<file path="src/scif_cfg.svh">
// Offsets, field positions, reset values and timing counts of the smartcard control block
`ifndef SCIF_CFG_SVH
`define SCIF_CFG_SVH
`define SCIF_OFS_CTRL 8'h00
`define SCIF_OFS_STAT 8'h04
`define SCIF_OFS_CONT 8'h08
`define SCIF_OFS_WT0 8'h0c
`define SCIF_OFS_WT1 8'h10
`define SCIF_OFS_WT2 8'h14
`define SCIF_OFS_IEN 8'h18
`define SCIF_OFS_IPEND 8'h1c
`define SCIF_OFS_TXB 8'h20
`define SCIF_OFS_RXB 8'h24
`define SCIF_OFS_MISC 8'h28
`define SCIF_CTRL_RST 8'h00
`define SCIF_CONT_RST 7'h00
`define SCIF_WT0_RST 8'h80
`define SCIF_WT1_RST 8'h25
`define SCIF_WT2_RST 8'h00
`define SCIF_B_SRST 7
`define SCIF_B_POL 6
`define SCIF_F_VSEL 5:4
`define SCIF_B_UART 3
`define SCIF_B_WAIT_COUNT_ENABLE 2
`define SCIF_B_AUTO_REPEAT_ENABLE 1
`define SCIF_B_BIT_ORDER_CONVENTION 0
`define SCIF_B_CLKSEL 7
`define SCIF_B_AUXB 5
`define SCIF_B_AUXA 4
`define SCIF_B_MIO 3
`define SCIF_B_MCLK 2
`define SCIF_B_CRST 1
`define SCIF_B_PWR 0
`define SCIF_B_SENT 2
`define SCIF_B_PARITY_ERROR_FLAG 0
`define SCIF_B_INSM 0
`define SCIF_SYS_CLK_NS 5
`define SCIF_CARD_CLK_NS 250
`define SCIF_CARD_HALF_CYC ((`SCIF_CARD_CLK_NS / 2) / `SCIF_SYS_CLK_NS)
`define SCIF_ETU_CARD_CLKS 372
`define SCIF_REPEAT_MAX 3'd4
`endif

</file>
<file path="src/scif_pkg.sv">
// Types shared by the smartcard control block
package scif_pkg;
  typedef enum logic [1:0] {SCIF_IDLE, SCIF_TX, SCIF_RX} scif_state_t;
  typedef struct packed {
    logic [7:0] paddr;
    logic psel;
    logic penable;
    logic pwrite;
    logic [31:0] pwdata;
  } scif_apb_req_t;
  typedef struct packed {
    logic det;
    logic overload;
    logic supply_ok;
  } scif_card_in_t;
  typedef struct packed {
    logic clk;
    logic rst;
    logic aux_a;
    logic aux_b;
    logic vcc_on;
    logic [1:0] vsel;
  } scif_card_out_t;
endpackage

</file>
<file path="src/scif_ctrl.sv">
// Smartcard interface control: registers, waiting timer, character engine, detection, pins
//
// Notes on behaviour
// UART mode with wait enable reloads the waiting counter at each start bit.
// UART mode, enable clear: writing the high load byte loads the counter.
// Software loads block then character waiting time around the last sent character.
// Manual mode: high load byte write loads; counting starts once enable is set.
// Two interrupt outputs: insertion/removal and one combined interface interrupt.
// Reading the pending register clears the combined interrupt.
// Events arriving during a pending register read are kept, not lost.
// Polarity bit: 0 switch open without card, 1 switch closed without card.
// Present flag follows every detect level change, no debouncing.
// Card power can be on only while a card is present.
// Removal clears present flag, raises enabled interrupt, clears power at once.
// Power bit clear deactivates clock, I/O and both auxiliary contacts.
// Soft reset bit holds the character engine in reset while set.
// Voltage field selects 0V, 1.8V, 3V or 5V supply.
// Mode 0: I/O pin mirrors manual bit; mode 1: engine drives it.
// Software releases the manual I/O bit high before entering UART mode.
// With repetition, up to 4 resends or retries; parity flag at fifth error.
// Without repetition, no error signalling or resend; flag at first receive error, transmit errors ignored.
// Finally refused character sets parity flag, leaves sent flag clear.
// Direct sends b0 first, high is one; inverse sends b7 first, inverted.
// Overflow flag reads one while the waiting counter sits at its limit.
// Sent flag is set by hardware and held until software clears it.
//
// Register access over APB and the placing of the registers are this design's own decisions.
`timescale 1ns/100ps
`default_nettype none
`include "scif_cfg.svh"
module scif_ctrl #(
  parameter int unsigned ETU_CYCLES = `SCIF_ETU_CARD_CLKS * 2 * `SCIF_CARD_HALF_CYC
) (
  input wire logic pclk,
  input wire logic presetn,
  input wire logic ce,
  input wire scif_pkg::scif_apb_req_t apb,
  output logic [31:0] prdata,
  output logic pready,
  output logic pslverr,
  input wire scif_pkg::scif_card_in_t card_in,
  input wire logic io_in,
  output logic io_out,
  output logic io_oe,
  output var scif_pkg::scif_card_out_t card_out,
  output logic card_irq,
  output logic insert_irq
);
  import scif_pkg::*;
  localparam int EW = $clog2(ETU_CYCLES);
  localparam int HW = $clog2(`SCIF_CARD_HALF_CYC);
  localparam logic [EW-1:0] ETU_LAST = EW'(ETU_CYCLES - 1);
  localparam logic [EW-1:0] ETU_MID = EW'(ETU_CYCLES / 2);
  localparam logic [HW-1:0] HALF_LAST = HW'(`SCIF_CARD_HALF_CYC - 1);

  if (ETU_CYCLES < 24) begin : g_chk
    $error("ETU_CYCLES must be at least 24");
  end

  logic det_q1, det_q2, ovl_q1, ovl_q2, vok_q1, vok_q2, io_q1, io_q2;
  logic io_prev, ovl_d, vok_d;
  logic setup, wr_en, rd_en, hit;
  logic wr_ctrl, wr_stat, wr_cont, wr_wt2, wr_ien, wr_txb, rd_ipr, rd_rxb;
  logic [7:0] rd_val, ctrl_r, ien_r, ipr_r, txbuf_r, rxbuf_r, sr_r;
  logic [7:1] ccr_r;
  logic [23:0] wt_ld_r, wt_cnt_r;
  logic misc_r, present_r, present_nxt, power_r, ins_irq_r;
  logic sent_r, rxf_r, parity_error_flag_r, txfull_r, wait_overflow_flag;
  logic srst, uart, auto_repeat_enable, bit_order_convention, wait_count_enable;
  scif_state_t st_r;
  logic [3:0] idx_r, bsel;
  logic [2:0] tries_r;
  logic err_r, tick, mid, tx_start, rx_start, sbit, tx_lvl, rx_v, drive_low;
  logic end_tx, end_rx, retry, tx_fail, txc_ev, rxc_ev, par_ev, wt_ev;
  logic [7:0] ev_m;
  logic [EW-1:0] etu_r;
  logic [HW-1:0] div_r;
  logic clk4_r;

  assign srst = ctrl_r[`SCIF_B_SRST];
  assign uart = ctrl_r[`SCIF_B_UART];
  assign auto_repeat_enable = ctrl_r[`SCIF_B_AUTO_REPEAT_ENABLE];
  assign bit_order_convention = ctrl_r[`SCIF_B_BIT_ORDER_CONVENTION];
  assign wait_count_enable = ctrl_r[`SCIF_B_WAIT_COUNT_ENABLE];

  // Pins from outside the clock domain: two flops before use
  always_ff @(posedge pclk or negedge presetn)
  begin
    if (!presetn)
    begin
      {det_q2, det_q1, ovl_q2, ovl_q1, vok_q2, vok_q1} <= 6'h00;
      {io_q2, io_q1, io_prev, ovl_d, vok_d} <= 5'h1c;
    end
    else if (ce)
    begin
      {det_q2, det_q1} <= {det_q1, card_in.det};
      {ovl_q2, ovl_q1} <= {ovl_q1, card_in.overload};
      {vok_q2, vok_q1} <= {vok_q1, card_in.supply_ok};
      {io_q2, io_q1} <= {io_q1, io_in};
      io_prev <= io_q2;
      ovl_d <= ovl_q2;
      vok_d <= vok_q2;
    end
  end

  // APB slave: zero wait states, error on unmapped offsets
  assign setup = apb.psel & ~apb.penable;
  assign wr_en = apb.psel & apb.penable & apb.pwrite;
  assign rd_en = apb.psel & apb.penable & ~apb.pwrite;
  assign wr_ctrl = wr_en & (apb.paddr == `SCIF_OFS_CTRL);
  assign wr_stat = wr_en & (apb.paddr == `SCIF_OFS_STAT);
  assign wr_cont = wr_en & (apb.paddr == `SCIF_OFS_CONT);
  assign wr_wt2 = wr_en & (apb.paddr == `SCIF_OFS_WT2);
  assign wr_ien = wr_en & (apb.paddr == `SCIF_OFS_IEN);
  assign wr_txb = wr_en & (apb.paddr == `SCIF_OFS_TXB);
  assign rd_ipr = rd_en & (apb.paddr == `SCIF_OFS_IPEND);
  assign rd_rxb = rd_en & (apb.paddr == `SCIF_OFS_RXB);
  assign pready = 1'b1;
  assign pslverr = apb.psel & apb.penable & ~hit;

  always_comb
  begin
    hit = 1'b1;
    rd_val = 8'h00;
    case (apb.paddr)
      `SCIF_OFS_CTRL: rd_val = ctrl_r;
      `SCIF_OFS_STAT: rd_val = {~txfull_r, present_r, ovl_q2, vok_q2, wait_overflow_flag, sent_r, rxf_r, parity_error_flag_r};
      `SCIF_OFS_CONT: rd_val = {ccr_r[7], 1'b0, ccr_r[5:4], io_q2, ccr_r[2:1], power_r};
      `SCIF_OFS_WT0: rd_val = wt_ld_r[7:0];
      `SCIF_OFS_WT1: rd_val = wt_ld_r[15:8];
      `SCIF_OFS_WT2: rd_val = wt_ld_r[23:16];
      `SCIF_OFS_IEN: rd_val = ien_r;
      `SCIF_OFS_IPEND: rd_val = ipr_r;
      `SCIF_OFS_TXB: rd_val = txbuf_r;
      `SCIF_OFS_RXB: rd_val = rxbuf_r;
      `SCIF_OFS_MISC: rd_val = {7'h00, misc_r};
      default: hit = 1'b0;
    endcase
  end

  // Read data is captured in the setup cycle so it is stable in the access phase
  always_ff @(posedge pclk or negedge presetn)
  begin
    if (!presetn)
      prdata <= 32'h0000_0000;
    else if (ce && setup && !apb.pwrite)
      prdata <= {24'h00_0000, rd_val};
  end

  // Software configuration
  always_ff @(posedge pclk or negedge presetn)
  begin
    if (!presetn)
    begin
      ctrl_r <= `SCIF_CTRL_RST;
      ccr_r <= `SCIF_CONT_RST;
      ien_r <= 8'h00;
      misc_r <= 1'b0;
      wt_ld_r <= {`SCIF_WT2_RST, `SCIF_WT1_RST, `SCIF_WT0_RST};
    end
    else if (ce)
    begin
      if (wr_ctrl)
        ctrl_r <= apb.pwdata[7:0];
      if (wr_cont)
        ccr_r <= {apb.pwdata[7], 1'b0, apb.pwdata[5:1]};
      if (wr_ien)
        ien_r <= apb.pwdata[7:0] & 8'hbf;
      if (wr_en && apb.paddr == `SCIF_OFS_MISC)
        misc_r <= apb.pwdata[`SCIF_B_INSM];
      if (wr_en && apb.paddr == `SCIF_OFS_WT0)
        wt_ld_r[7:0] <= apb.pwdata[7:0];
      if (wr_en && apb.paddr == `SCIF_OFS_WT1)
        wt_ld_r[15:8] <= apb.pwdata[7:0];
      if (wr_wt2)
        wt_ld_r[23:16] <= apb.pwdata[7:0];
    end
  end

  // Presence and card power
  assign present_nxt = det_q2 ^ ctrl_r[`SCIF_B_POL];
  always_ff @(posedge pclk or negedge presetn)
  begin
    if (!presetn)
    begin
      present_r <= 1'b0;
      power_r <= 1'b0;
      ins_irq_r <= 1'b0;
    end
    else if (ce)
    begin
      present_r <= present_nxt;
      // Power bit is refused without a card and dropped on removal
      power_r <= (wr_cont ? apb.pwdata[`SCIF_B_PWR] : power_r) & present_nxt;
      ins_irq_r <= (present_nxt != present_r) & misc_r;
    end
  end
  assign insert_irq = ins_irq_r;

  // Elementary time unit prescaler, restarted at each start bit
  assign tick = (etu_r == '0);
  assign mid = (etu_r == ETU_MID);
  assign tx_start = uart & power_r & ~srst & (st_r == SCIF_IDLE) & txfull_r;
  assign rx_start = uart & power_r & ~srst & (st_r == SCIF_IDLE) & ~txfull_r & io_prev & ~io_q2;
  // A repeated character sends a fresh start bit, so it reloads the timer too
  assign sbit = tx_start | rx_start | (end_tx & retry);
  always_ff @(posedge pclk or negedge presetn)
  begin
    if (!presetn)
      etu_r <= ETU_LAST;
    else if (ce)
      etu_r <= (sbit || tick) ? ETU_LAST : etu_r - 1'b1;
  end

  // Character engine; transmission wins over a start bit seen in the same cycle
  assign bsel = bit_order_convention ? 4'd8 - idx_r : idx_r - 4'd1;
  assign rx_v = io_q2 ^ bit_order_convention;
  always_comb
  begin
    if (idx_r == 4'd0)
      tx_lvl = 1'b0;
    else if (idx_r <= 4'd8)
      tx_lvl = sr_r[bsel[2:0]] ^ bit_order_convention;
    else if (idx_r == 4'd9)
      tx_lvl = (^sr_r) ^ bit_order_convention;
    else
      tx_lvl = 1'b1;
  end
  assign retry = err_r & auto_repeat_enable & (tries_r < `SCIF_REPEAT_MAX);
  assign end_tx = (st_r == SCIF_TX) & tick & (idx_r == 4'd11);
  assign end_rx = (st_r == SCIF_RX) & tick & (idx_r == 4'd10);
  assign tx_fail = end_tx & err_r & ~retry;
  assign txc_ev = end_tx & ~err_r;
  assign rxc_ev = end_rx & ~retry;
  assign par_ev = tx_fail | (end_rx & err_r & ~retry);
  // Error signal only when repetition is on and retries remain
  assign drive_low = ((st_r == SCIF_TX) & ~tx_lvl) | ((st_r == SCIF_RX) & (idx_r == 4'd10) & retry);

  always_ff @(posedge pclk or negedge presetn)
  begin
    if (!presetn)
    begin
      st_r <= SCIF_IDLE;
      idx_r <= 4'd0;
      sr_r <= 8'h00;
      err_r <= 1'b0;
      tries_r <= 3'd0;
    end
    else if (ce)
    begin
      if (srst)
      begin
        st_r <= SCIF_IDLE;
        idx_r <= 4'd0;
        err_r <= 1'b0;
        tries_r <= 3'd0;
      end
      else
      begin
        unique case (st_r)
          SCIF_IDLE:
          begin
            idx_r <= 4'd0;
            err_r <= 1'b0;
            if (tx_start)
            begin
              st_r <= SCIF_TX;
              sr_r <= txbuf_r;
            end
            else if (rx_start)
              st_r <= SCIF_RX;
          end
          SCIF_TX:
          begin
            // Card error signal sampled mid guard bit; ignored without repetition
            if (mid && idx_r == 4'd10 && !io_q2 && auto_repeat_enable)
              err_r <= 1'b1;
            if (tick)
            begin
              idx_r <= idx_r + 4'd1;
              if (end_tx)
              begin
                idx_r <= 4'd0;
                err_r <= 1'b0;
                tries_r <= retry ? tries_r + 3'd1 : 3'd0;
                if (!retry)
                  st_r <= SCIF_IDLE;
              end
            end
          end
          SCIF_RX:
          begin
            if (mid && idx_r >= 4'd1 && idx_r <= 4'd8)
              sr_r <= bit_order_convention ? {sr_r[6:0], rx_v} : {rx_v, sr_r[7:1]};
            if (mid && idx_r == 4'd9)
              err_r <= (^sr_r) ^ rx_v;
            if (tick)
            begin
              idx_r <= idx_r + 4'd1;
              if (end_rx)
              begin
                st_r <= SCIF_IDLE;
                tries_r <= retry ? tries_r + 3'd1 : 3'd0;
              end
            end
          end
        endcase
      end
    end
  end

  // Buffers and sticky status; a hardware set wins over a software clear
  always_ff @(posedge pclk or negedge presetn)
  begin
    if (!presetn)
    begin
      txbuf_r <= 8'h00;
      txfull_r <= 1'b0;
      rxbuf_r <= 8'h00;
      rxf_r <= 1'b0;
      sent_r <= 1'b0;
      parity_error_flag_r <= 1'b0;
    end
    else if (ce)
    begin
      if (wr_txb)
        txbuf_r <= apb.pwdata[7:0];
      txfull_r <= wr_txb | (txfull_r & ~tx_start & ~srst);
      if (rxc_ev)
        rxbuf_r <= sr_r;
      rxf_r <= rxc_ev | (rxf_r & ~rd_rxb & ~srst);
      sent_r <= txc_ev | (sent_r & ~(wr_stat & ~apb.pwdata[`SCIF_B_SENT]));
      parity_error_flag_r <= par_ev | (parity_error_flag_r & ~(wr_stat & ~apb.pwdata[`SCIF_B_PARITY_ERROR_FLAG]));
    end
  end

  // Waiting time counter: counts down per etu and parks at zero
  assign wait_overflow_flag = (wt_cnt_r == 24'h00_0000);
  assign wt_ev = wait_count_enable & tick & (wt_cnt_r == 24'h00_0001);
  always_ff @(posedge pclk or negedge presetn)
  begin
    if (!presetn)
      wt_cnt_r <= {`SCIF_WT2_RST, `SCIF_WT1_RST, `SCIF_WT0_RST};
    else if (ce)
    begin
      if (sbit && uart && wait_count_enable)
        wt_cnt_r <= wt_ld_r;
      else if (wr_wt2 && !wait_count_enable)
        wt_cnt_r <= {apb.pwdata[7:0], wt_ld_r[15:0]};
      else if (wait_count_enable && tick && !wait_overflow_flag)
        wt_cnt_r <= wt_cnt_r - 24'h00_0001;
    end
  end

  // Pending events: a read clears only the bits it returned
  assign ev_m = ien_r & {tx_start, 1'b0, ovl_q2 & ~ovl_d, vok_d & ~vok_q2,
                         wt_ev, txc_ev, rxc_ev, par_ev};
  always_ff @(posedge pclk or negedge presetn)
  begin
    if (!presetn)
      ipr_r <= 8'h00;
    else if (ce)
      ipr_r <= (ipr_r & ~(rd_ipr ? prdata[7:0] : 8'h00)) | ev_m;
  end
  assign card_irq = |ipr_r;

  // Card pins; everything low with power off, clock stops at a known level
  always_ff @(posedge pclk or negedge presetn)
  begin
    if (!presetn)
    begin
      div_r <= '0;
      clk4_r <= 1'b0;
      card_out <= '0;
      io_oe <= 1'b1;
    end
    else if (ce)
    begin
      div_r <= (div_r == HALF_LAST) ? '0 : div_r + 1'b1;
      if (div_r == HALF_LAST)
        clk4_r <= ~clk4_r;
      card_out.clk <= power_r & (ccr_r[`SCIF_B_CLKSEL] ? clk4_r : ccr_r[`SCIF_B_MCLK]);
      card_out.rst <= power_r & ccr_r[`SCIF_B_CRST];
      card_out.aux_a <= power_r & ccr_r[`SCIF_B_AUXA];
      card_out.aux_b <= power_r & ccr_r[`SCIF_B_AUXB];
      card_out.vcc_on <= power_r;
      card_out.vsel <= power_r ? ctrl_r[`SCIF_F_VSEL] : 2'b00;
      // Open drain: only ever pulls low
      io_oe <= ~power_r | (uart ? drive_low : ~ccr_r[`SCIF_B_MIO]);
    end
  end
  assign io_out = 1'b0;
endmodule
`default_nettype wire

</file>
<file path="config.mk">
export PLATFORM = sky130hd
export DESIGN_NAME = scif_ctrl
export DESIGN_NICKNAME = d
export VERILOG_FILES = /design/src/scif_pkg.sv /design/src/scif_ctrl.sv
export VERILOG_INCLUDE_DIRS = /design/src
export SDC_FILE = /design/constraint.sdc
export NUM_CORES = 1
export LEC_CHECK = 0
export BUFFER_PORTS_ARGS = -buffer_cell sky130_fd_sc_hd__buf_4
export CORE_UTILIZATION = 35
export CTS_CLUSTER_SIZE = 16
export DETAILED_ROUTE_END_ITERATION = 8
export PLACE_DENSITY = 0.57
export SLEW_MARGIN = 40
export SYNTH_ARGS = -nofsm -noshare
export SYNTH_HDL_FRONTEND = slang
export SYNTH_SLANG_ARGS = --single-unit
</file>
<file path="constraint.sdc">
create_clock -name pclk -period 2.41 [get_ports pclk]
set_input_delay 0.1205 -clock pclk [delete_from_list [all_inputs] [get_ports pclk]]
set_output_delay 0.1205 -clock pclk [all_outputs]
set_load 0.005 [all_outputs]
</file>
==> results of run 1 <==
tightest hold or removal path, cell delays in order:
cell and delay (ps):
buf_4 170, nand2_1 70, o21ai_0 70
cells in the final DEF (no fill, tap or decap), types with 6 or more instances in the layout:
cell,count
nor2b_1,7
a22o_1,17
o31ai_1,15
nor3_1,25
nand3_1,25
a221oi_1,9
ha_1,13
or3_1,8
nand3b_1,6
buf_12,6
dfrtp_1,148
a21oi_1,30
a31oi_1,7
xor2_1,14
o2bb2ai_1,10
inv_1,22
mux2i_1,18
nand2_1,79
o21ai_0,43
nand4_1,6
nand2b_1,7
clkbuf_16,17
xnor2_1,16
and3_1,9
o21ai_1,6
o41ai_1,6
nor2_1,56
dfstp_2,19
a211o_1,6
mux2_2,80
a2bb2oi_1,8
a222oi_1,6
buf_4,147
nor4_1,13
or4_1,8
a22oi_1,8
conb_1,26
report_power, final:
group / switching, W / internal, W / total (W)
clock network: 0.00121 / 0.00178 / 0.00299
registers: 0.000351 / 0.00318 / 0.00353
logic: 0.00117 / 0.00125 / 0.00242
total: 0.00273 / 0.00621 / 0.00894
worst max-delay path by stage:
stage                     start      endpoint
floorplan              idx_r[0]         io_oe
detailed placement  wt_cnt_r[6]  wt_cnt_r[23]
finish              wt_cnt_r[7]  wt_cnt_r[10]
CTS                    etu_r[0]       sr_r[2]
global route           etu_r[2]       sr_r[0]
global placement    wt_cnt_r[6]  wt_cnt_r[23]
sequential cells by signal (all words and copies together) (netlist names), 8 cells and up:
name / flops
wt_cnt_r: 24
prdata: 8
ipr_r: 8
txbuf_r: 8
wt_ld_r: 24
rxbuf_r: 8
ctrl_r: 8
etu_r: 15
sr_r: 8
cell type report:
cell class | instances | area share
sequential | 167 | 0.362
tap | 335 | 0.0361
clock inverter | 13 | 0.0167
clock buffer | 19 | 0.0382
timing repair buffer | 162 | 0.114
multi-input combinational | 676 | 0.425
inverter | 24 | 0.00776
logic make-up after synthesis:
| family | synth area share |
|---|---|
| AO/OA/AOI/OAI | 0.155 |
| XOR/XNOR | 0.0329 |
| adder cells (fa/ha/maj) | 0.0200 |
| buffers and inverters | 0.0553 |
| flip-flops | 0.447 |
| multiplexers | 0.126 |
| other | 0.000800 |
| AND/OR/NAND/NOR | 0.163 |
routing by layer:
metal	track usage	share of wire	wire length, um	up-vias
li1	-	-	-	3614
met1	0.280	0.45	12500	3850
met2	0.339	0.48	13400	251
met3	0.0353	0.046	1290	47
met4	0.0800	0.027	760	0
met5	0	0	0	-
through the flow:
step                      setup TNS [ps]  area, um^2  power, W
after floorplan                        0        9500   0.00507
after global placement             -1220       10800   0.00586
after detailed placement            -388       10800   0.00591
after CTS                              0       11500   0.00894
after global routing               -1.36       11600   0.00945
final                                  0       11600   0.00894
what timing repair did:
action / CTS / global route
buffers inserted: 0 / 3
endpoints found under the setup margin: 14 / 33
hold endpoints to repair: 64 / 0
resized for setup: 5 / 23
hold buffers: 5 / 0
pin swaps: 0 / 7
==> summary.md, run 1 <==
| Metric | Value |
|---|---|
| Vias in the first global route | `7789` |
| H-tree depth | `4` |
| FMAX | `435 MHz` |
| Pwr per Cell Area | `771 nW/um^2` |
| Number of synthesized flops with an enable pin | `0` |
| Tcrit/Tclk final | `0.955` |
| Largest net degree at the start of global routing | `71` |
| Die height | `166 um` |
| Post-synthesis cell type count | `79` |
| Setup CP Type | `flip-flop to flip-flop` |
| Post-layout minimum cycle time | `2300 ps` |
| Seq/Total Area, Yosys | `0.447` |
| Worst hold stages | `3` |
| Synth async-reset ratio | `1.00` |
| I/O pin count | `95` |
| Crit path DAT | `2660 ps` |
| Site Rows | `59` |
| Final nets | `1113` |
| CTS tree | `yes` |
| WP data required | `2770 ps` |
| First-pass GRT wire length | `44.5 mm` |
| Cell repeated most along the worst path | `buf_4` |
| Count leader, synth | `dfrtp_1` |
| CP Launch Type | `flip-flop` |
| Worst-Skew Late Latency | `430 ps` |
| Hold EP | `ien_r[1]` |
| Layout cells sized above 1 | `0.305` |
| Detailed Routing Iterations Pass 1 | `8` |
| Top area cells in the synthesized netlist | `dfrtp_1, mux2_2, dfstp_2` |
| Area growth, synth to finish | `23.6%` |
| Final core utilization | `0.443` |
| Area fraction of the dominant cell type after synthesis | `0.394` |
| HPWL Detailed | `20.5 mm` |
| Max VDD drop | `0.000468 V` |
| Final hold vios | `0` |
| #FFs+latches synth | `167` |
| Vias per inst | `5.56` |
| Aggregate global-route resource usage | `0.209` |
| Syn_area_per_cell | `10.2 um^2` |
| Finished Layout Cells | `1396` |
| Width of the chip | `166 um` |
| Core area | `26200 um^2` |
| Placed cell count | `1356` |
| Setup slack after layout | `109 ps` |
| Buffers added on ports | `44` |
| # diodes | `0` |
| Relative slew slack | `0.527` |
| Final hold slack | `43.1 ps` |
| Post-Syn Instances | `920` |
| Static Leak | `5.08 nW` |
| Initial Util | `0.358` |
| Initial antenna violation count | `0` |
| Reg2reg path depth | `8` |
| Yosys warns | `0` |
| Final Slew Violations | `0` |
| Mapped Area | `9390 um^2` |
| Clock root cell | `clkbuf_16` |
| Worst Path Buf+Inv | `2` |
| CP Cell Sequence | `nor4_2 -> buf_4 -> nor4bb_4 -> and4_1 -> buf_4 -> or3_4 -> or4_1 -> a31oi_1` |
| Total routed wirelength | `27.9 mm` |
| Max-cap violation count | `0` |
| Via count | `7762` |
| Clk slew on worst S/H paths | `70 ps` |
| HP Class | `primary input to flip-flop` |
| Grt ovf | `0` |
| Critical-path top delay cell | `dfstp_2` |
| Routed len/inst | `20.0 um` |
| CP Depth | `8` |
| FILL cells | `2507` |
| Gpl congestion | `0.904` |
| Critical Path Sink Type | `flip-flop` |
| Synth cell count leaders | `dfrtp_1, mux2_2, nand2_1` |
| Violated checks | `DRC` |
| Final Setup Violations | `0` |
| Top delay family on crit path | `simple AND/OR/NAND/NOR gates` |
| Largest area contributor in the netlist | `dfrtp_1` |
| Multi-input logic area | `4940 um^2` |
| Hold Path Origin | `apb[1]` |
| CP Max Fanout | `7` |
| Least-Margin Pin Slew | `709 ps` |
| CTS Sinks | `167` |
| Initial drt markers | `747` |
| DRC Markers | `5` |
| R2r setup slk | `110 ps` |
| Commonest register cell after synthesis | `dfrtp_1` |
| Storage cell area | `4200 um^2` |
| Die ar. | `27500 um^2` |
| R2R Path Start | `wt_cnt_r[7]` |
| CTS buffer count | `17` |
| Pre-CTS WS | `-99.5 ps` |
| Setup skew after layout | `8.76 ps` |
| CP max stage delay | `540 ps` |
| Status | `complete, but fails checks` |
| Reg-to-reg critical path endpoint | `wt_cnt_r[10]` |
| Routed Antenna Nets | `0` |
| Clock Path Buffers | `2` |
No activity file was read; power rests on OpenSTA's default activity.
==> inputs of run 2 (changes only) <==
--- a/config.mk
+++ b/config.mk
@@ -6,12 +6,12 @@
 export SDC_FILE = /design/constraint.sdc
 export NUM_CORES = 1
 export LEC_CHECK = 0
+export ABC_CLOCK_PERIOD_IN_PS = 2410
 export BUFFER_PORTS_ARGS = -buffer_cell sky130_fd_sc_hd__buf_4
 export CORE_UTILIZATION = 35
 export CTS_CLUSTER_SIZE = 16
 export DETAILED_ROUTE_END_ITERATION = 8
 export PLACE_DENSITY = 0.57
-export SLEW_MARGIN = 40
 export SYNTH_ARGS = -nofsm -noshare
 export SYNTH_HDL_FRONTEND = slang
 export SYNTH_SLANG_ARGS = --single-unit
==> constraint.sdc (replaced) <==
create_clock -name pclk -period 2.41 [get_ports pclk]
set_input_delay 0.482 -clock pclk [delete_from_list [all_inputs] [get_ports pclk]]
set_output_delay 0.482 -clock pclk [all_outputs]
set_load 0.005 [all_outputs]
==> run 2 against run 1 <==
  * The flow still finishes with violations (DRC)
  * Sequential power barely moved
  * Clock skew rose by 2.1 ps
  * Cell area rose by 1.2%
  * Utilization rose by 0.52 points
  * Worst hold slack improved by 4.1 ps
  * Register-to-register slack got worse by 40 ps
  * Clock power fell by 9.0%
  * Routed wire length rose by 1.0%
  * Largest cell class unchanged
  * Largest power group unchanged
  * Via count rose by 1.4%
  * Sequential share of layout area fell by 0.42 points
  * Die area did not move
  * Critical path depth did not move
==> summary.md, run 2 (synthesis results as in run 1) <==
| Metric | Value |
|---|---|
| Buffers added on ports | `44 (unchanged)` |
| Storage cell area | `4200 um^2 (unchanged)` |
| First-pass GRT wire length | `44.5 mm (+0.17%)` |
| FMAX | `428 MHz (-1.6%)` |
| Die ar. | `27500 um^2 (unchanged)` |
| Final Cell Area | `11700 um^2 (+1.2%)` |
| Aggregate global-route resource usage | `0.208 (-0.00174)` |
| # diodes | `0 (unchanged)` |
| Max-cap violation count | `0 (unchanged)` |
| Initial Util | `0.358 (unchanged)` |
| Placed cell count | `1376 (+1.5%)` |
| Grt met2 use | `0.345 (+0.00608)` |
| Via count | `7873 (+1.4%)` |
| Setup skew after layout | `10.8 ps (+2.06 ps)` |
| Clock Path Buffers | `2 (unchanged)` |
| Placed cell area | `10900 um^2 (+1.6%)` |
| RSZ-0062 raised after global routing | `true` |
| Most frequent cells in the layout | `buf_4, dfrtp_1, mux2_2` |
| Multi-input logic area | `4970 um^2 (+0.58%)` |
| Worst-Skew Late Latency | `440 ps (about the same)` |
| Clock root cell | `clkbuf_16` |
| Detailed Routing Iterations Pass 1 | `8 (unchanged)` |
| Post-layout minimum cycle time | `2340 ps (+36.7 ps)` |
| Final hold vios | `0 (unchanged)` |
| Crit path from | `wt_cnt_r[7]` |
| Least-Margin Pin Slew | `632 ps (-77.0 ps)` |
| Vias per inst | `5.54 (-0.35%)` |
| Pwr per Cell Area | `737 nW/um^2 (-4.4%)` |
| HP Class | `primary input to asynchronous set/reset pin` |
| HPWL Detailed | `21.0 mm (+2.6%)` |
| Width of the chip | `166 um (unchanged)` |
| DRC Markers | `11 (+6)` |
| Status | `complete, but fails checks` |
| Crit path DAT | `2700 ps (+40 ps)` |
| Setup CP Type | `flip-flop to flip-flop` |
| Tcrit/Tclk final | `0.970 (+0.0152)` |
| Largest net degree at the start of global routing | `62 (-13%)` |
| Final Slew Violations | `0 (unchanged)` |
| CP Max Fanout | `12 (+5)` |
| Met3 GRT Util | `0.0408 (+0.00548)` |
| Area growth, synth to finish | `25.0%` |
| CTS Sinks | `167 (unchanged)` |
| Die height | `166 um (unchanged)` |
| Static Leak | `5.18 nW (+2.1%)` |
| FILL cells | `2498 (-0.36%)` |
| Violated checks | `DRC` |
| Layout cells sized above 1 | `0.334 (+0.0289)` |
| Commonest non-fill, non-tap cell in the layout | `buf_4` |
| CTS buffer count | `17 (unchanged)` |
| Site Rows | `59 (unchanged)` |
| Gpl congestion | `0.985 (+8.9%)` |
| Gr busiest metal | `met2` |
| Final Setup Violations | `0 (unchanged)` |
| Clk slew on worst S/H paths | `70 ps (about the same)` |
| Final nets | `1138 (+2.2%)` |
| WP data required | `2770 ps (about the same)` |
| Critical Path Sink Type | `flip-flop` |
| Initial antenna violation count | `0 (unchanged)` |
| Routed Antenna Nets | `0 (unchanged)` |
| Top Registers | `wt_cnt_r (24), wt_ld_r (24), etu_r (15)` |
| Routed len/inst | `19.8 um (-0.74%)` |
| CP Launch Type | `flip-flop` |
| Initial drt markers | `611 (-18%)` |
| H-tree depth | `4 (unchanged)` |
| Grt ovf | `0 (unchanged)` |
| Finished Layout Cells | `1421 (+1.8%)` |
| Core area | `26200 um^2 (unchanged)` |
| Relative slew slack | `0.579 (+0.0513)` |
| Total routed wirelength | `28.2 mm (+1.0%)` |
| Grt met1 use | `0.276 (-0.00476)` |
| I/O pin count | `95 (unchanged)` |
| Max VDD drop | `0.000457 V (-2.4%)` |
| R2R Path Start | `wt_cnt_r[7]` |
| Vias in the first global route | `7728 (-0.78%)` |
| CTS tree | `yes` |
| Total power draw | `0.00865 W (-3.3%)` |
-- run 2: cell types whose count changed in the layout (fill, tap and decap cells not counted), moves of 2 or more --
cell / previous run / this run
o41ai_1: 6 / 4
nand3_1: 25 / 27
clkinv_8: 0 / 2
nand3_2: 2 / 0
bufinv_16: 4 / 0
a221oi_1: 9 / 3
inv_8: 1 / 5
inv_6: 4 / 6
a221oi_2: 0 / 6
dlygate4sd3_1: 5 / 0
o41ai_2: 0 / 2
buf_4: 147 / 177
clkinvlp_4: 3 / 0
-- run 2: worst paths after layout --
kind                            depth (start not counted)            to  slack (ps)
worst min-delay path                                    1      div_r[0]          50
worst min register to register                          1        clk4_r         490
worst max register to register                          8  wt_cnt_r[10]          70
worst max-delay path                                    8  wt_cnt_r[10]          70
min in group pclk                                       2        vok_q1         270
max in group asynchronous                               2         io_oe        1640
-- run 2: routing by layer --
metal / wire [um] / share of wire
met1: 12700 / 0.45
met4: 558 / 0.020
met2: 13400 / 0.48
met3: 1560 / 0.055
met5: 0 / 0
-- run 2: repair_timing --
item | CTS | global route
gates cloned | 0 | 1
resized for setup | 9 | 21
hold buffers | 0 | 0
setup buffers | 1 | 11
setup endpoints to repair | 20 | 39
pin swaps | 3 | 16
-- run 2: layout make-up --
cell class                 count  area share
clock buffer                  17      0.0362
multi-input combinational    676       0.423
sequential                   167       0.358
tap                          335      0.0357
clock inverter                15      0.0129
inverter                      24     0.00767
timing repair buffer         187       0.127
-- run 2: worst max-delay path, stage by stage, from the launching register on --
cell	delay (ps)
dfstp_2	560
nor4_4	60
nor4bb_1	140
buf_4	140
and4_1	210
buf_4	180
or3_4	410
or4_1	420
a31oi_1	150
-- run 2: power breakdown --
| part | switching [W] | internal (W) |
|---|---|---|
| clock network | 0.00133 | 0.00139 |
| registers | 0.000385 | 0.00317 |
| logic | 0.00112 | 0.00125 |
| total | 0.00284 | 0.00581 |
-- run 2: per-stage QoR --
step	setup slack, ps	hold WS (ps)	setup TNS, ps	util
after floorplan	-231	186	-4310	-
after global placement	-274	470	-6020	0.417
after detailed placement	-284	467	-6380	0.417
after CTS	0.389	63.2	0	0.441
after global routing	-18.8	83.3	-39.4	0.448
final	72.6	47.2	0	0.448
==> inputs of run 3 (changes only) <==
--- a/config.mk
+++ b/config.mk
@@ -8,10 +8,12 @@
 export LEC_CHECK = 0
 export ABC_CLOCK_PERIOD_IN_PS = 2410
 export BUFFER_PORTS_ARGS = -buffer_cell sky130_fd_sc_hd__buf_4
+export CORE_ASPECT_RATIO = 1.1
 export CORE_UTILIZATION = 35
 export CTS_CLUSTER_SIZE = 16
 export DETAILED_ROUTE_END_ITERATION = 8
 export PLACE_DENSITY = 0.57
+export SETUP_SLACK_MARGIN = 0.2
 export SYNTH_ARGS = -nofsm -noshare
 export SYNTH_HDL_FRONTEND = slang
 export SYNTH_SLANG_ARGS = --single-unit
==> run 3 against run 2 <==
  * The flow now finishes without violations
  * Setup slack got worse by 17 ps
  * Cell area rose by 5.9%
  * Sequential power fell by 2%
  * Non-clock buffer count rose by 17
  * Total power rose by 4.9%
  * Die area barely moved
  * Via count rose by 1.8%
  * Highest routed layer unchanged
==> summary.md, run 3 (synthesis results as in run 1) <==
| Metric | Value |
|---|---|
| Largest net degree at the start of global routing | `52 (-16%)` |
| Routed Antenna Nets | `0 (unchanged)` |
| Layout cells sized above 1 | `0.384 (+0.0498)` |
| Worst-Skew Late Latency | `440 ps (about the same)` |
| Max VDD drop | `0.000436 V (-4.7%)` |
| CP Max Fanout | `5 (-7)` |
| DR WL met2 | `14.3 mm (+6.3%)` |
| Routed len/inst | `20.1 um (+1.4%)` |
| Top Registers | `wt_cnt_r (24), wt_ld_r (24), etu_r (15)` |
| Max-cap violation count | `0 (unchanged)` |
| RSZ-0062 raised after global routing | `true` |
| Vias per inst | `5.50 (-0.67%)` |
| Site Rows | `62 (+5.1%)` |
| WP data required | `2780 ps (about the same)` |
| Final hold vios | `0 (unchanged)` |
| P_sw | `0.00300 W (+5.8%)` |
| Die ar. | `27500 um^2 (about the same)` |
| Combinational share of power | `0.321 (+0.047)` |
| HP Class | `primary input to flip-flop` |
| Internal | `0.00608 W (+4.5%)` |
| Final Slew Violations | `0 (unchanged)` |
| Width of the chip | `158 um (-4.6%)` |
| Setup skew after layout | `10.1 ps (-0.676 ps)` |
| Pwr per Cell Area | `730 nW/um^2 (-0.96%)` |
| CTS tree | `yes` |
| Detailed Routing Iterations Pass 1 | `5 (-3)` |
| Final hold slack | `272 ps (+224 ps)` |
| HPWL Detailed | `21.0 mm (-0.10%)` |
| CTS buffer count | `17 (unchanged)` |
| Least-Margin Pin Slew | `577 ps (-54.5 ps)` |
| Static Leak | `5.41 nW (+4.5%)` |
| Initial drt markers | `559 (-8.5%)` |
| Relative slew slack | `0.615 (+0.0364)` |
| DRC Markers | `0 (-11)` |
| Part of the power in the clock network | `0.294 (-0.020)` |
| Max layer used | `met4` |
| Tcrit/Tclk final | `0.977 (+0.00722)` |
| Die height | `174 um (+4.8%)` |
| Net Sw Frac | `0.331 (+0.00257)` |
| First-pass GRT wire length | `45.4 mm (+2.0%)` |
| Most frequent cells in the layout | `buf_4, dfrtp_1, nand2_1` |
| Core area | `26200 um^2 (about the same)` |
| Gpl congestion | `0.988 (+0.39%)` |
| Final Setup Violations | `0 (unchanged)` |
| Initial Util | `0.358 (about the same)` |
| FMAX | `425 MHz (-0.74%)` |
| Clock Path Buffers | `2 (unchanged)` |
| Sequential share of power | `0.385 (-0.026)` |
| Critical Path Sink Type | `flip-flop` |
| Crit path DAT | `2720 ps (+20 ps)` |
| Status | `finished clean` |
| Vias in the first global route | `7910 (+2.4%)` |
| Total routed wirelength | `29.3 mm (+3.9%)` |
| Wire length on met3 | `1.38 mm (-12%)` |
| # diodes | `0 (unchanged)` |
| I/O pin count | `95 (unchanged)` |
| Clock root cell | `clkbuf_16` |
| Commonest non-fill, non-tap cell in the layout | `buf_4` |
| CTS Sinks | `167 (unchanged)` |
| Setup CP Type | `flip-flop to flip-flop` |
| Grt ovf | `0 (unchanged)` |
| Initial antenna violation count | `0 (unchanged)` |
| Buffers added on ports | `44 (unchanged)` |
| Clk slew on worst S/H paths | `80 ps (about the same)` |
| CP Launch Type | `flip-flop` |
| Area growth, synth to finish | `32.4%` |
| Post-layout minimum cycle time | `2350 ps (+17.4 ps)` |
| Final TNS setup | `0 ps (unchanged)` |
| Post-Route M1 WL | `12.9 mm (+1.9%)` |
| Final core utilization | `0.474 (+0.0264)` |
| Aggregate global-route resource usage | `0.219 (+0.0113)` |
| H-tree depth | `4 (unchanged)` |
| Via count | `8013 (+1.8%)` |
| Final nets | `1156 (+1.6%)` |
## run 3: cell types whose count changed in the layout (fill, tap and decap cells not counted), sizes merged
| cell | change |
|---|---|
| clkinv | -1 |
| o21ai | +1 |
| clkinvlp | +4 |
| clkbuf | +2 |
| inv | -4 |
| clkdlybuf4s15 | -1 |
| dlygate4sd3 | +1 |
| buf | +16 |
## run 3: per-stage QoR
stage	worst slack, ps	power, W	cell area, um^2	instances
2_1_floorplan	-231	0.00518	9630	944
3_3_place_gp	-299	0.00611	11100	1400
3_5_place_dp	-332	0.00615	11100	1400
4_1_cts	62.8	0.00901	12100	1449
5_1_grt	2.37	0.00957	12400	1456
6_report	55.2	0.00908	12400	1456
## run 3: final timing paths
kind	from	endpoint	slack [ps]	cells after the start
min in group asynchronous	presetn	wt_cnt_r[2]	540	2
max reg2reg	wt_cnt_r[7]	wt_cnt_r[12]	60	9
max	wt_cnt_r[7]	wt_cnt_r[12]	60	9
max in group asynchronous	presetn	io_q1	1150	3
min reg2reg	clk4_r	clk4_r	480	1
min	card_in[0]	vok_q1	270	2
## run 3: repair_timing
| item | 4_1_cts | 5_1_grt |
|---|---|---|
| hold endpoints to repair | 38 | 0 |
| buffers inserted | 14 | 5 |
| pin swaps | 27 | 38 |
| hold buffers | 1 | 0 |
| cloned | 2 | 2 |
| setup endpoints to repair | 46 | 48 |
| resized for setup | 58 | 55 |
## run 3: power groups by stage
| stage | clock, W | sequential (W) | combinational [W] |
|---|---|---|---|
| after floorplan | 0 | 0.00351 | 0.00167 |
| after global placement | 0 | 0.00350 | 0.00261 |
| after detailed placement | 0 | 0.00351 | 0.00263 |
| after CTS | 0.00272 | 0.00349 | 0.00280 |
| after global routing | 0.00283 | 0.00354 | 0.00320 |
| final | 0.00267 | 0.00350 | 0.00291 |
## run 3: cell type report
type | count | area (um^2)
fill | 2466 | 13800
clock inverter | 14 | 135
sequential | 167 | 4200
clock buffer | 18 | 429
tap | 352 | 440
multi-input combinational | 677 | 5370
timing repair buffer | 204 | 1770
inverter | 24 | 93.8
## run 3: per-layer routing
metal	global-route usage	up-vias
li1	-	3703
met1	0.291	4012
met2	0.351	244
met3	0.0393	54
met4	0.0857	0
met5	0	-
## run 3: critical path, stage by stage, from the launching register on
cell and delay [ps]:
dfstp_2 570, nor4_4 50, buf_4 130, nor4bb_4 140, buf_4 150, and4_4 210, or2_4 280, buf_12 140
or4_4 440, a31oi_4 170
